<file path="src/logic/ost_pkg.sv">
// package: register map, fields, timing constants for oscillator control block
package ost_pkg;
  localparam int unsigned CLK_HZ = 25000000;
  localparam int unsigned ADDR_W = 4;
  localparam logic [3:0] OFS_OSC_CONTROL = 4'h0;
  localparam logic [3:0] OFS_RC_TUNE = 4'h2;
  localparam logic [3:0] OFS_CLK_STATUS = 4'h4;
  localparam logic [3:0] OFS_OSC_CONFIG = 4'h6;
  localparam logic [3:0] OFS_TUNE_MEAS = 4'h8;
  localparam logic [7:0] KEY_HI_A = 8'h78;
  localparam logic [7:0] KEY_HI_B = 8'h9A;
  localparam logic [7:0] KEY_LO_A = 8'h46;
  localparam logic [7:0] KEY_LO_B = 8'h57;
  localparam int unsigned NOSC_LSB = 8;
  localparam int unsigned NOSC_W = 3;
  localparam int unsigned SWREQ_BIT = 0;
  localparam int unsigned SELFTUNE_ENABLE_BIT = 15;
  localparam int unsigned TUNE_SOURCE_SELECT_BIT = 12;
  localparam int unsigned TUNE_LOCK_STATUS_BIT = 11;
  localparam int unsigned LOCK_IRQ_POLARITY_BIT = 10;
  localparam int unsigned TUNE_OUT_OF_RANGE_BIT = 9;
  localparam int unsigned RANGE_IRQ_POLARITY_BIT = 8;
  localparam int unsigned TRIM_W = 6;
  localparam logic [5:0] TRIM_RST = 6'h00;
  localparam logic [15:0] OSC_CONTROL_RST = 16'h0000;
  localparam logic [15:0] OSC_CONFIG_RST = 16'h0000;
  localparam int unsigned POR_DELAY_NS = 10000;
  localparam int unsigned RST_STATE_NS = 2000;
  localparam int unsigned POR_CYC = (POR_DELAY_NS * (CLK_HZ / 1000000) + 999) / 1000;
  localparam int unsigned RST_CYC = (RST_STATE_NS * (CLK_HZ / 1000000) + 999) / 1000;
  localparam int unsigned OST_PERIODS = 1024;
  localparam int unsigned REG_START_CYC = 50;
  localparam int unsigned PLL_LOCK_CYC = 100;
  localparam int unsigned FRC_START_CYC = 20;
  localparam int unsigned NOM_TICKS = 8000;
  localparam int unsigned LOCK_PERMILLE = 2;
  localparam int unsigned RANGE_PERMILLE = 15;
  typedef enum logic [2:0] {
    OST_SRC_EC, OST_SRC_ECPLL, OST_SRC_XT, OST_SRC_XTPLL,
    OST_SRC_FRC, OST_SRC_FRCPLL, OST_SRC_SECONDARY_CRYSTAL_OSC, OST_SRC_LPRC
  } ost_src_t;
  typedef enum logic [1:0] {OST_RC_POR, OST_RC_BOR, OST_RC_OTHER} ost_cause_t;
endpackage : ost_pkg

</file>
<file path="src/logic/ost_tune_if.sv">
// interface: measurement path between trim loop and top
`timescale 1ns/100ps
`default_nettype none
interface ost_tune_if;
  logic run;
  logic ref_tick;
  logic [15:0] count;
  logic [5:0] trim;
  logic locked;
  logic out_range;
  modport loop (input run, input ref_tick, input count,
    output trim, output locked, output out_range);
  modport ctl (output run, output ref_tick, output count,
    input trim, input locked, input out_range);
endinterface : ost_tune_if
`default_nettype wire

</file>
<file path="src/logic/ost_tune_loop.sv">
// module: fast rc trim loop, compares rc count per reference window
`timescale 1ns/100ps
`default_nettype none
module ost_tune_loop
  import ost_pkg::*;
(
  input wire logic ref_clk_in, // system clock
  input wire logic rst_in, // async reset
  input wire logic [5:0] load_trim_in, // software trim when idle
  ost_tune_if.loop tif // measurement path
);
  import ost_pkg::*;
  function automatic logic [15:0] abs_diff(input logic [15:0] a, input logic [15:0] b);
    abs_diff = (a > b) ? a - b : b - a;
  endfunction
  logic [15:0] dev;
  localparam logic [15:0] LOCK_TOL = 16'(NOM_TICKS * LOCK_PERMILLE / 1000);
  localparam logic [15:0] RANGE_TOL = 16'(NOM_TICKS * RANGE_PERMILLE / 1000);
  always_comb dev = abs_diff(tif.count, 16'(NOM_TICKS));
  // first window after start is partial and would steer the trim wrongly
  logic primed_r;
  always_ff @(posedge ref_clk_in or posedge rst_in)
    if (rst_in)
      primed_r <= 1'b0;
    else if (!tif.run)
      primed_r <= 1'b0;
    else if (tif.ref_tick)
      primed_r <= 1'b1;
  // trim steps one code per window; saturates at the field ends
  always_ff @(posedge ref_clk_in or posedge rst_in)
    if (rst_in)
    begin
      tif.trim <= TRIM_RST;
    end
    else if (!tif.run)
    begin
      tif.trim <= load_trim_in;
    end
    else if (tif.ref_tick && primed_r && dev > LOCK_TOL)
    begin
      if (tif.count > 16'(NOM_TICKS) && tif.trim != 6'h20)
        tif.trim <= tif.trim - 6'h01;
      else if (tif.count < 16'(NOM_TICKS) && tif.trim != 6'h1F)
        tif.trim <= tif.trim + 6'h01;
    end
  always_ff @(posedge ref_clk_in or posedge rst_in)
    if (rst_in)
    begin
      tif.locked <= 1'b0;
      tif.out_range <= 1'b0;
    end
    else if (!tif.run)
    begin
      tif.locked <= 1'b0;
      tif.out_range <= 1'b0;
    end
    else if (tif.ref_tick && primed_r)
    begin
      tif.locked <= (dev <= LOCK_TOL);
      tif.out_range <= (dev > RANGE_TOL);
    end
endmodule : ost_tune_loop
`default_nettype wire

</file>
<file path="src/logic/ost_osc_ctrl.sv">
// module: reset delays, clock release, keyed clock switch, rc self-tune
// ****************************************************************
// ****************************************************************
`timescale 1ns/100ps
`default_nettype none
module ost_osc_ctrl
  import ost_pkg::*;
#(
  parameter int unsigned OST_COUNT = OST_PERIODS,
  parameter int unsigned PLL_CYC = PLL_LOCK_CYC,
  parameter int unsigned VREG_CYC = REG_START_CYC
)
(
  input wire logic ref_clk_in, // system clock 25 MHz
  input wire logic rst_in, // async reset, active high
  input wire ost_pkg::ost_cause_t reset_cause_in, // cause of latest reset
  input wire ost_pkg::ost_src_t boot_src_in, // configured boot source
  input wire logic two_speed_in, // two-speed start-up enabled
  input wire logic osc_tick_in, // one pulse per selected osc period
  input wire logic pll_lock_in, // pll lock indication
  input wire logic secondary_crystal_osc_enabled_in, // secondary crystal running
  input wire logic usb_device_ok_in, // usb device mode, host not suspended
  input wire logic sof_tick_in, // usb start-of-frame pulse
  input wire logic secondary_crystal_osc_window_in, // secondary crystal window pulse
  input wire logic rc_tick_in, // fast rc period pulse
  input wire logic [ADDR_W-1:0] addr_in, // register address
  input wire logic [15:0] wdata_in, // write data
  input wire logic [1:0] wbyte_in, // byte lanes for write
  input wire logic wr_in, // write strobe
  input wire logic rd_in, // read strobe
  output logic [15:0] rdata_out, // read data, cycle after read
  output logic sys_rst_out, // system reset
  output logic clk_release_out, // system clock released
  output ost_pkg::ost_src_t cur_src_out, // running clock source
  output logic [5:0] trim_out, // rc trim code
  output logic selftune_irq_out // self-tune interrupt
);
  import ost_pkg::*;
  typedef enum {S_POR, S_VREG, S_RST, S_OST, S_PLL, S_RUN} ost_state_t;
  function automatic logic uses_ost(input ost_src_t s);
    uses_ost = (s == OST_SRC_XT) || (s == OST_SRC_XTPLL) || (s == OST_SRC_SECONDARY_CRYSTAL_OSC);
  endfunction
  function automatic logic uses_pll(input ost_src_t s);
    uses_pll = (s == OST_SRC_ECPLL) || (s == OST_SRC_XTPLL) || (s == OST_SRC_FRCPLL);
  endfunction
  // ****************************************************************
  // reset sequencing and clock release
  // ****************************************************************
  ost_state_t state_r;
  logic [15:0] cnt_r;
  ost_src_t target_r;
  ost_src_t cur_src_r;
  logic switching_r;
  logic [15:0] osc_control_r;
  logic [15:0] osc_config_r;
  logic sw_start;
  ost_src_t sel_src;
  // selection already sits in the control register when the request arrives
  assign sel_src = ost_src_t'(osc_control_r[NOSC_LSB +: NOSC_W]);
  always_ff @(posedge ref_clk_in or posedge rst_in)
    if (rst_in)
    begin
      state_r <= S_POR;
      cnt_r <= 16'h0000;
    end
    else
    begin
      cnt_r <= cnt_r + 16'h0001;
      case (state_r)
        S_POR:
        begin
          if (reset_cause_in == OST_RC_OTHER)
          begin
            state_r <= S_RST;
            cnt_r <= 16'h0000;
          end
          else if (reset_cause_in == OST_RC_BOR || cnt_r >= 16'(POR_CYC - 1))
          begin
            state_r <= S_VREG;
            cnt_r <= 16'h0000;
          end
        end
        S_VREG:
          if (cnt_r >= 16'(VREG_CYC - 1))
          begin
            state_r <= S_RST;
            cnt_r <= 16'h0000;
          end
        S_RST:
          if (cnt_r >= 16'(RST_CYC - 1))
          begin
            cnt_r <= 16'h0000;
            if (reset_cause_in == OST_RC_OTHER)
              state_r <= S_RUN;
            else if (uses_ost(target_r))
              state_r <= S_OST;
            else if (uses_pll(target_r))
              state_r <= S_PLL;
            else
              state_r <= S_RUN;
          end
        S_OST:
        begin
          cnt_r <= cnt_r + {15'h0000, osc_tick_in};
          if (osc_tick_in && cnt_r >= 16'(OST_COUNT - 1))
          begin
            cnt_r <= 16'h0000;
            state_r <= uses_pll(target_r) ? S_PLL : S_RUN;
          end
        end
        S_PLL:
          if (pll_lock_in && cnt_r >= 16'(PLL_CYC - 1))
          begin
            cnt_r <= 16'h0000;
            state_r <= S_RUN;
          end
        S_RUN:
          if (sw_start)
          begin
            cnt_r <= 16'h0000;
            state_r <= uses_ost(sel_src) ? S_OST : (uses_pll(sel_src) ? S_PLL : S_RUN);
          end
          else if (switching_r && cur_src_r != target_r && !two_speed_in)
          begin
            cnt_r <= 16'h0000;
            state_r <= uses_ost(target_r) ? S_OST : (uses_pll(target_r) ? S_PLL : S_RUN);
          end
        default:
          state_r <= S_POR;
      endcase
    end
  // target source: boot config after reset, then software selection
  always_ff @(posedge ref_clk_in or posedge rst_in)
    if (rst_in)
      target_r <= OST_SRC_FRC;
    else if (state_r == S_POR)
      target_r <= boot_src_in;
    else if (sw_start)
      target_r <= sel_src;
  // two-speed start runs on fast rc while the primary settles
  always_ff @(posedge ref_clk_in or posedge rst_in)
    if (rst_in)
    begin
      cur_src_r <= OST_SRC_FRC;
      clk_release_out <= 1'b0;
    end
    else
    begin
      if (state_r == S_RST && cnt_r >= 16'(RST_CYC - 1) && two_speed_in)
      begin
        clk_release_out <= 1'b1;
        cur_src_r <= OST_SRC_FRC;
      end
      if (state_r != S_RUN && state_r != S_OST && state_r != S_PLL && !two_speed_in)
        clk_release_out <= 1'b0;
      if ((state_r == S_OST || state_r == S_PLL) && !clk_release_out && two_speed_in)
        clk_release_out <= 1'b1;
      if (state_r == S_RUN)
      begin
        clk_release_out <= 1'b1;
        cur_src_r <= target_r;
      end
    end
  assign sys_rst_out = (state_r == S_POR) || (state_r == S_VREG) || (state_r == S_RST);
  assign cur_src_out = cur_src_r;
  // ****************************************************************
  // key-protected control register
  // ****************************************************************
  logic [1:0] hi_key_r;
  logic [1:0] lo_key_r;
  logic wr_ctl;
  logic wr_hi;
  logic wr_lo;
  logic switch_done;
  assign wr_ctl = wr_in && addr_in == OFS_OSC_CONTROL;
  assign wr_hi = wr_ctl && wbyte_in[1];
  assign wr_lo = wr_ctl && wbyte_in[0];
  assign sw_start = wr_lo && lo_key_r == 2'd2 && wdata_in[SWREQ_BIT];
  assign switch_done = switching_r && state_r == S_RUN && cur_src_r == target_r;
  // key stage 2 opens the byte for exactly the next write of any kind
  always_ff @(posedge ref_clk_in or posedge rst_in)
    if (rst_in)
    begin
      hi_key_r <= 2'd0;
      lo_key_r <= 2'd0;
    end
    else if (wr_in)
    begin
      hi_key_r <= (wr_hi && wdata_in[15:8] == KEY_HI_A && hi_key_r != 2'd1) ? 2'd1 :
        (wr_hi && hi_key_r == 2'd1 && wdata_in[15:8] == KEY_HI_B) ? 2'd2 : 2'd0;
      lo_key_r <= (wr_lo && wdata_in[7:0] == KEY_LO_A && lo_key_r != 2'd1) ? 2'd1 :
        (wr_lo && lo_key_r == 2'd1 && wdata_in[7:0] == KEY_LO_B) ? 2'd2 : 2'd0;
    end
  always_ff @(posedge ref_clk_in or posedge rst_in)
    if (rst_in)
      osc_control_r <= OSC_CONTROL_RST;
    else
    begin
      if (wr_hi && hi_key_r == 2'd2)
        osc_control_r[NOSC_LSB +: NOSC_W] <= wdata_in[NOSC_LSB +: NOSC_W];
      if (sw_start)
        osc_control_r[SWREQ_BIT] <= 1'b1;
      else if (switch_done)
        osc_control_r[SWREQ_BIT] <= 1'b0;
    end
  always_ff @(posedge ref_clk_in or posedge rst_in)
    if (rst_in)
      switching_r <= 1'b0;
    else if (sw_start)
      switching_r <= 1'b1;
    else if (switch_done)
      switching_r <= 1'b0;
  always_ff @(posedge ref_clk_in or posedge rst_in)
    if (rst_in)
      osc_config_r <= OSC_CONFIG_RST;
    else if (wr_in && addr_in == OFS_OSC_CONFIG)
      osc_config_r <= wdata_in;
  // ****************************************************************
  // self-tune control
  // ****************************************************************
  ost_tune_if tif ();
  logic st_en_r;
  logic st_src_r;
  logic lock_pol_r;
  logic range_pol_r;
  logic [5:0] sw_trim_r;
  logic [15:0] rc_cnt_r;
  logic ref_ok;
  logic ref_pulse;
  assign ref_ok = st_src_r ? usb_device_ok_in : secondary_crystal_osc_enabled_in;
  assign ref_pulse = st_src_r ? sof_tick_in : secondary_crystal_osc_window_in;
  assign tif.run = st_en_r && ref_ok;
  assign tif.ref_tick = ref_pulse;
  assign tif.count = rc_cnt_r;
  always_ff @(posedge ref_clk_in or posedge rst_in)
    if (rst_in)
    begin
      st_en_r <= 1'b0;
      st_src_r <= 1'b0;
      lock_pol_r <= 1'b0;
      range_pol_r <= 1'b0;
      sw_trim_r <= TRIM_RST;
    end
    else if (wr_in && addr_in == OFS_RC_TUNE)
    begin
      // byte lanes kept apart so control writes leave the trim alone
      if (wbyte_in[1])
      begin
        st_en_r <= wdata_in[SELFTUNE_ENABLE_BIT];
        st_src_r <= wdata_in[TUNE_SOURCE_SELECT_BIT];
        lock_pol_r <= wdata_in[LOCK_IRQ_POLARITY_BIT];
        range_pol_r <= wdata_in[RANGE_IRQ_POLARITY_BIT];
      end
      if (wbyte_in[0] && !tif.run)
        sw_trim_r <= wdata_in[TRIM_W-1:0];
    end
    else if (tif.run)
      sw_trim_r <= tif.trim;
  // rc periods counted per reference window
  always_ff @(posedge ref_clk_in or posedge rst_in)
    if (rst_in)
      rc_cnt_r <= 16'h0000;
    else if (ref_pulse || !tif.run)
      rc_cnt_r <= {15'h0000, rc_tick_in};
    else if (rc_tick_in && rc_cnt_r != 16'hFFFF)
      rc_cnt_r <= rc_cnt_r + 16'h0001;
  ost_tune_loop u_loop (
    .ref_clk_in(ref_clk_in),
    .rst_in(rst_in),
    .load_trim_in(sw_trim_r),
    .tif(tif)
  );
  assign trim_out = tif.trim;
  // polarity 1 fires on presence, 0 on absence; only while enabled
  assign selftune_irq_out = st_en_r &&
    ((tif.locked == lock_pol_r) || (tif.out_range == range_pol_r));
  // ****************************************************************
  // register read
  // ****************************************************************
  logic [15:0] rd_nxt;
  always_comb
  begin
    rd_nxt = 16'h0000;
    case (addr_in)
      OFS_OSC_CONTROL: rd_nxt = {5'h00, osc_control_r[NOSC_LSB +: NOSC_W],
        7'h00, osc_control_r[SWREQ_BIT]};
      OFS_RC_TUNE: rd_nxt = {st_en_r, 2'b00, st_src_r, tif.locked, lock_pol_r,
        tif.out_range, range_pol_r, 2'b00, sw_trim_r};
      OFS_CLK_STATUS: rd_nxt = {8'h00, pll_lock_in, switching_r, clk_release_out,
        2'b00, cur_src_r};
      OFS_OSC_CONFIG: rd_nxt = osc_config_r;
      OFS_TUNE_MEAS: rd_nxt = rc_cnt_r;
      default: rd_nxt = 16'h0000;
    endcase
  end
  always_ff @(posedge ref_clk_in or posedge rst_in)
    if (rst_in)
      rdata_out <= 16'h0000;
    else if (rd_in)
      rdata_out <= rd_nxt;
    else
      rdata_out <= 16'h0000;
endmodule : ost_osc_ctrl
`default_nettype wire

</file>
<file path="config.mk">
export PLATFORM = sky130hd
export DESIGN_NAME = ost_osc_ctrl
export DESIGN_NICKNAME = d
export VERILOG_FILES = /design/src/logic/ost_pkg.sv /design/src/logic/ost_tune_if.sv /design/src/logic/ost_tune_loop.sv /design/src/logic/ost_osc_ctrl.sv
export SDC_FILE = /design/constraint.sdc
export NUM_CORES = 1
export LEC_CHECK = 0
export BUFFER_PORTS_ARGS = -buffer_cell sky130_fd_sc_hd__buf_2
export CORE_MARGIN = 5
export CORE_UTILIZATION = 60
export CTS_CLUSTER_SIZE = 16
export DETAILED_ROUTE_END_ITERATION = 6
export HOLD_SLACK_MARGIN = 0.12
export PLACE_DENSITY = 0.85
export SLEW_MARGIN = 20
export SYNTH_ARGS = -nofsm -noshare
export SYNTH_HDL_FRONTEND = slang
export SYNTH_HIERARCHICAL = 1
export SYNTH_SLANG_ARGS = --single-unit
</file>
<file path="constraint.sdc">
create_clock -name ref_clk_in -period 4.3 [get_ports ref_clk_in]
set_clock_uncertainty 0.1 [all_clocks]
set_input_delay 0.86 -clock ref_clk_in [delete_from_list [all_inputs] [get_ports ref_clk_in]]
set_output_delay 0.86 -clock ref_clk_in [all_outputs]
set_load 0.03 [all_outputs]
</file>
==> flow_metrics.env <==
export IMPL_viasPerCell=6.57
export IMPL_clk_latency_ns=0.38
export IMPL_clockRootBuffer="clkbuf_8"
export IMPL_final_hold_violation_count=0
export IMPL_use_met3_pct=6.95
export IMPL_ant_nets=0
export IMPL_final_nets=795
export IMPL_yosysTopAreaCell="dfrtp_1"
export IMPL_synthCells=680
export IMPL_die_area_sq_mm=0.0127
export IMPL_power_leakage_nw=2.97
export IMPL_synth_common_cells="dfrtp_1 (99), nor2_1 (63), nand2_1 (51)"
export IMPL_tightest_slew_ns=0.939
export IMPL_portBuffers=66
export IMPL_grt_pass1_wl_um=28400
export IMPL_p_int_mw=1.96
export IMPL_synth_edff_count=0
export IMPL_yosysMostFrequentCell="dfrtp_1"
export IMPL_drtIter0Drc=578
export IMPL_cts_buffers=9
export IMPL_power_density_mw_per_mm2=473
export IMPL_met1_usage_pct=34.9
export IMPL_total_power_mw=3.29
export IMPL_gr_total_overflow=0
export IMPL_synthFlopType="dfrtp_1"
export IMPL_multi_input_area_sq_mm=0.00354
export IMPL_ys_ff_latch=101
export IMPL_htreeDepth=3
export IMPL_hold_buffers=0
export IMPL_ys_seq_area_share_pct=40.0
export IMPL_share_seq_of_total_power_pct=41.7
export IMPL_slew_headroom_pct=36.9
export IMPL_synth_top_area_share_pct=39.2
export IMPL_antenna_found_initial=0
export IMPL_met2_usage_pct=46.0
export IMPL_hold_class="primary input to asynchronous set/reset pin"
export IMPL_grt_pass1_vias=5708
export IMPL_core_sq_mm=0.0103
export IMPL_ff2ff_setup_slack_ns=0.55
export IMPL_die_w_um=113
export IMPL_utilization_pct=67.4
export IMPL_sw_frac_of_total_pct=40.3
export IMPL_path_clk_slew_ns=0.09
export IMPL_clkSinkCount=101
export IMPL_cts_tree="built"
export IMPL_regArea_sq_mm=0.00253
export IMPL_initial_core_util_pct=61.2
export IMPL_ios=67
export IMPL_cts_setup_buffers=0
export IMPL_reg2reg_depth=13
export IMPL_period_share_pct=87.2
export IMPL_num_vias=5798
export IMPL_final_min_clock_period_ns=3.75
export IMPL_cts_resized=0
export IMPL_fmaxAchievable_mhz=267
export IMPL_grt_busiest_layer="met2"
export IMPL_critPathArrivalTime_ns=3.92
export IMPL_drc=0
export IMPL_drt_wl_total_um=17100
export IMPL_diodes=0
export IMPL_grt_max_degree=41
export IMPL_layout_drive_gt1_share_pct=20.8
export IMPL_syn_num_nets=734
export IMPL_reg2reg_to="u_loop/tif.trim[5]"
export IMPL_maxCapViolations=0
export IMPL_wl_per_cell_um=19.4
export IMPL_async_flop_share_pct=100
export IMPL_hpwl_um=12600
export IMPL_clock_path_buffers=2
export IMPL_p_clk_share_pct=19.4
export IMPL_fillers=827
export IMPL_grt_usage_pct=27.5
export IMPL_end_kind="register"
export IMPL_row_count=37
export IMPL_dr_pass1_iters=6
export IMPL_cp_start_kind="register"
export IMPL_path_class="register to register"
export IMPL_rsz0062_at_grt="false"
export IMPL_crit_required_ns=4.47
export IMPL_p_sw_mw=1.33
export IMPL_power_frac_comb_pct=38.8
export IMPL_setup_viol=0
export IMPL_die_h_um=113
export IMPL_vdd_ir_drop_max_mv=0.470
export IMPL_cp_max_fo=10
export IMPL_gp_congestion=0.966
export IMPL_synth_distinct_cells=82
export IMPL_worst_hold_slack_ns=0.356
export IMPL_synth_warning_count=6
export IMPL_tns_ns=0
export IMPL_area_delta_synth_final_pct=10.1
export IMPL_r2r_start="rc_cnt_r[0]"
export IMPL_syn_area_per_cell_sq_um=9.30
export IMPL_slew_viol_final=0
export IMPL_status="finished, final reports clean"
export IMPL_synth_area_leaders="dfrtp_1 (39%), mux2_2 (5.7%), nor2_1 (3.7%), a21oi_1 (3.6%), o21ai_0 (3.2%)"
export IMPL_synth_cell_area_sq_mm=0.00632
[metal layers]
layer  wire (um)  up-vias
met3        1370       38
met2        8420      265
met1        6910     2830
li1            -     2665
met4         425        0
met5           0        -
[power groups by stage]
stage                     registers [mW]  clock network, mW  logic (mW)
after global placement              1.37                  0        1.22
final                               1.37              0.640        1.28
after detailed placement            1.38                  0        1.26
after floorplan                     1.36                  0       0.947
after global routing                1.40              0.693        1.42
after CTS                           1.36              0.649        1.27
[layout by cell type (no fill, tap or decap), types with 6 or more instances in the layout]
cell      netlist  final
a21oi_1        46     46
o21ai_0        41     40
nand2_1        51     51
dfrtp_1        99     99
clkbuf_8        2     11
a22oi_1        13     13
a222oi_1        9      9
buf_4           0      7
ha_1           14     14
nor3_1         17     17
nor3b_1         7      7
xnor2_1        10     10
buf_2           2     66
nand2b_1        6      6
xor2_1         14     14
nor2_1         63     63
and2_1          7      7
a22o_1          9      9
or3_1           8      8
nand3_1        23     23
inv_1          34     33
a31oi_1         6      6
nand4_1        13     13
and3_1          7      7
mux2i_1        17     17
mux2_2         32     32
o22ai_1        12     12
[registers in the layout, indices dropped and copies added (netlist names), 2 cells and up]
name,cells
target_r,3
cnt_r,16
osc_config_r,16
lo_key_r,2
cur_src_out,3
state_r,3
hi_key_r,2
sel_src,3
sw_trim_r,6
rc_cnt_r,16
rdata_out,16
u_loop/tif.trim,6
[cell type report]
cell class	count	area share, %
timing repair buffer	73	5.50
tap	136	2.44
inverter	34	1.85
multi-input combinational	522	50.9
sequential	101	36.3
clock buffer	12	2.23
clock inverter	4	0.773
[critical path: stages (launching register included)]
cell and delay [ns]:
dfrtp_1 0.48, inv_1 0.10, ha_1 0.20, nor3b_1 0.55
a211oi_2 0.24, o2bb2ai_1 0.33, inv_1 0.15, ha_1 0.32
a211oi_1 0.28, o21bai_1 0.11, a21oi_1 0.17, xor2_1 0.08
mux2_2 0.27, mux2_2 0.26
[kinds of logic after synthesis]
group	share of synthesized area [%]
mux	8.39
simple gates	20.3
flops	40.0
xor+xnor	3.32
fa+ha+maj	3.09
compound gates	20.8
buf+inv	4.10
[worst max-delay path by stage]
| stage | slack [ns] | from | end |
|---|---|---|---|
| final | 0.55 | rc_cnt_r[0] | u_loop/tif.trim[5] |
| after global routing | 0.28 | rc_cnt_r[0] | u_loop/tif.trim[5] |
| after global placement | 0.79 | rc_cnt_r[0] | u_loop/tif.trim[5] |
| after detailed placement | 0.69 | rc_cnt_r[0] | u_loop/tif.trim[5] |
| after CTS | 0.64 | rc_cnt_r[0] | u_loop/tif.trim[5] |
| after floorplan | 0.95 | rst_in | clk_release_out |
[per-stage QoR]
stage | instance area [sq um] | cells | worst slack [ns]
2_1_floorplan | 6320 | 680 | 0.951
3_3_place_gp | 6750 | 866 | 0.792
3_5_place_dp | 6750 | 866 | 0.687
4_1_cts | 6960 | 882 | 0.639
5_1_grt | 6960 | 882 | 0.277
6_report | 6960 | 882 | 0.552
No activity file was read; power rests on OpenSTA's default activity.
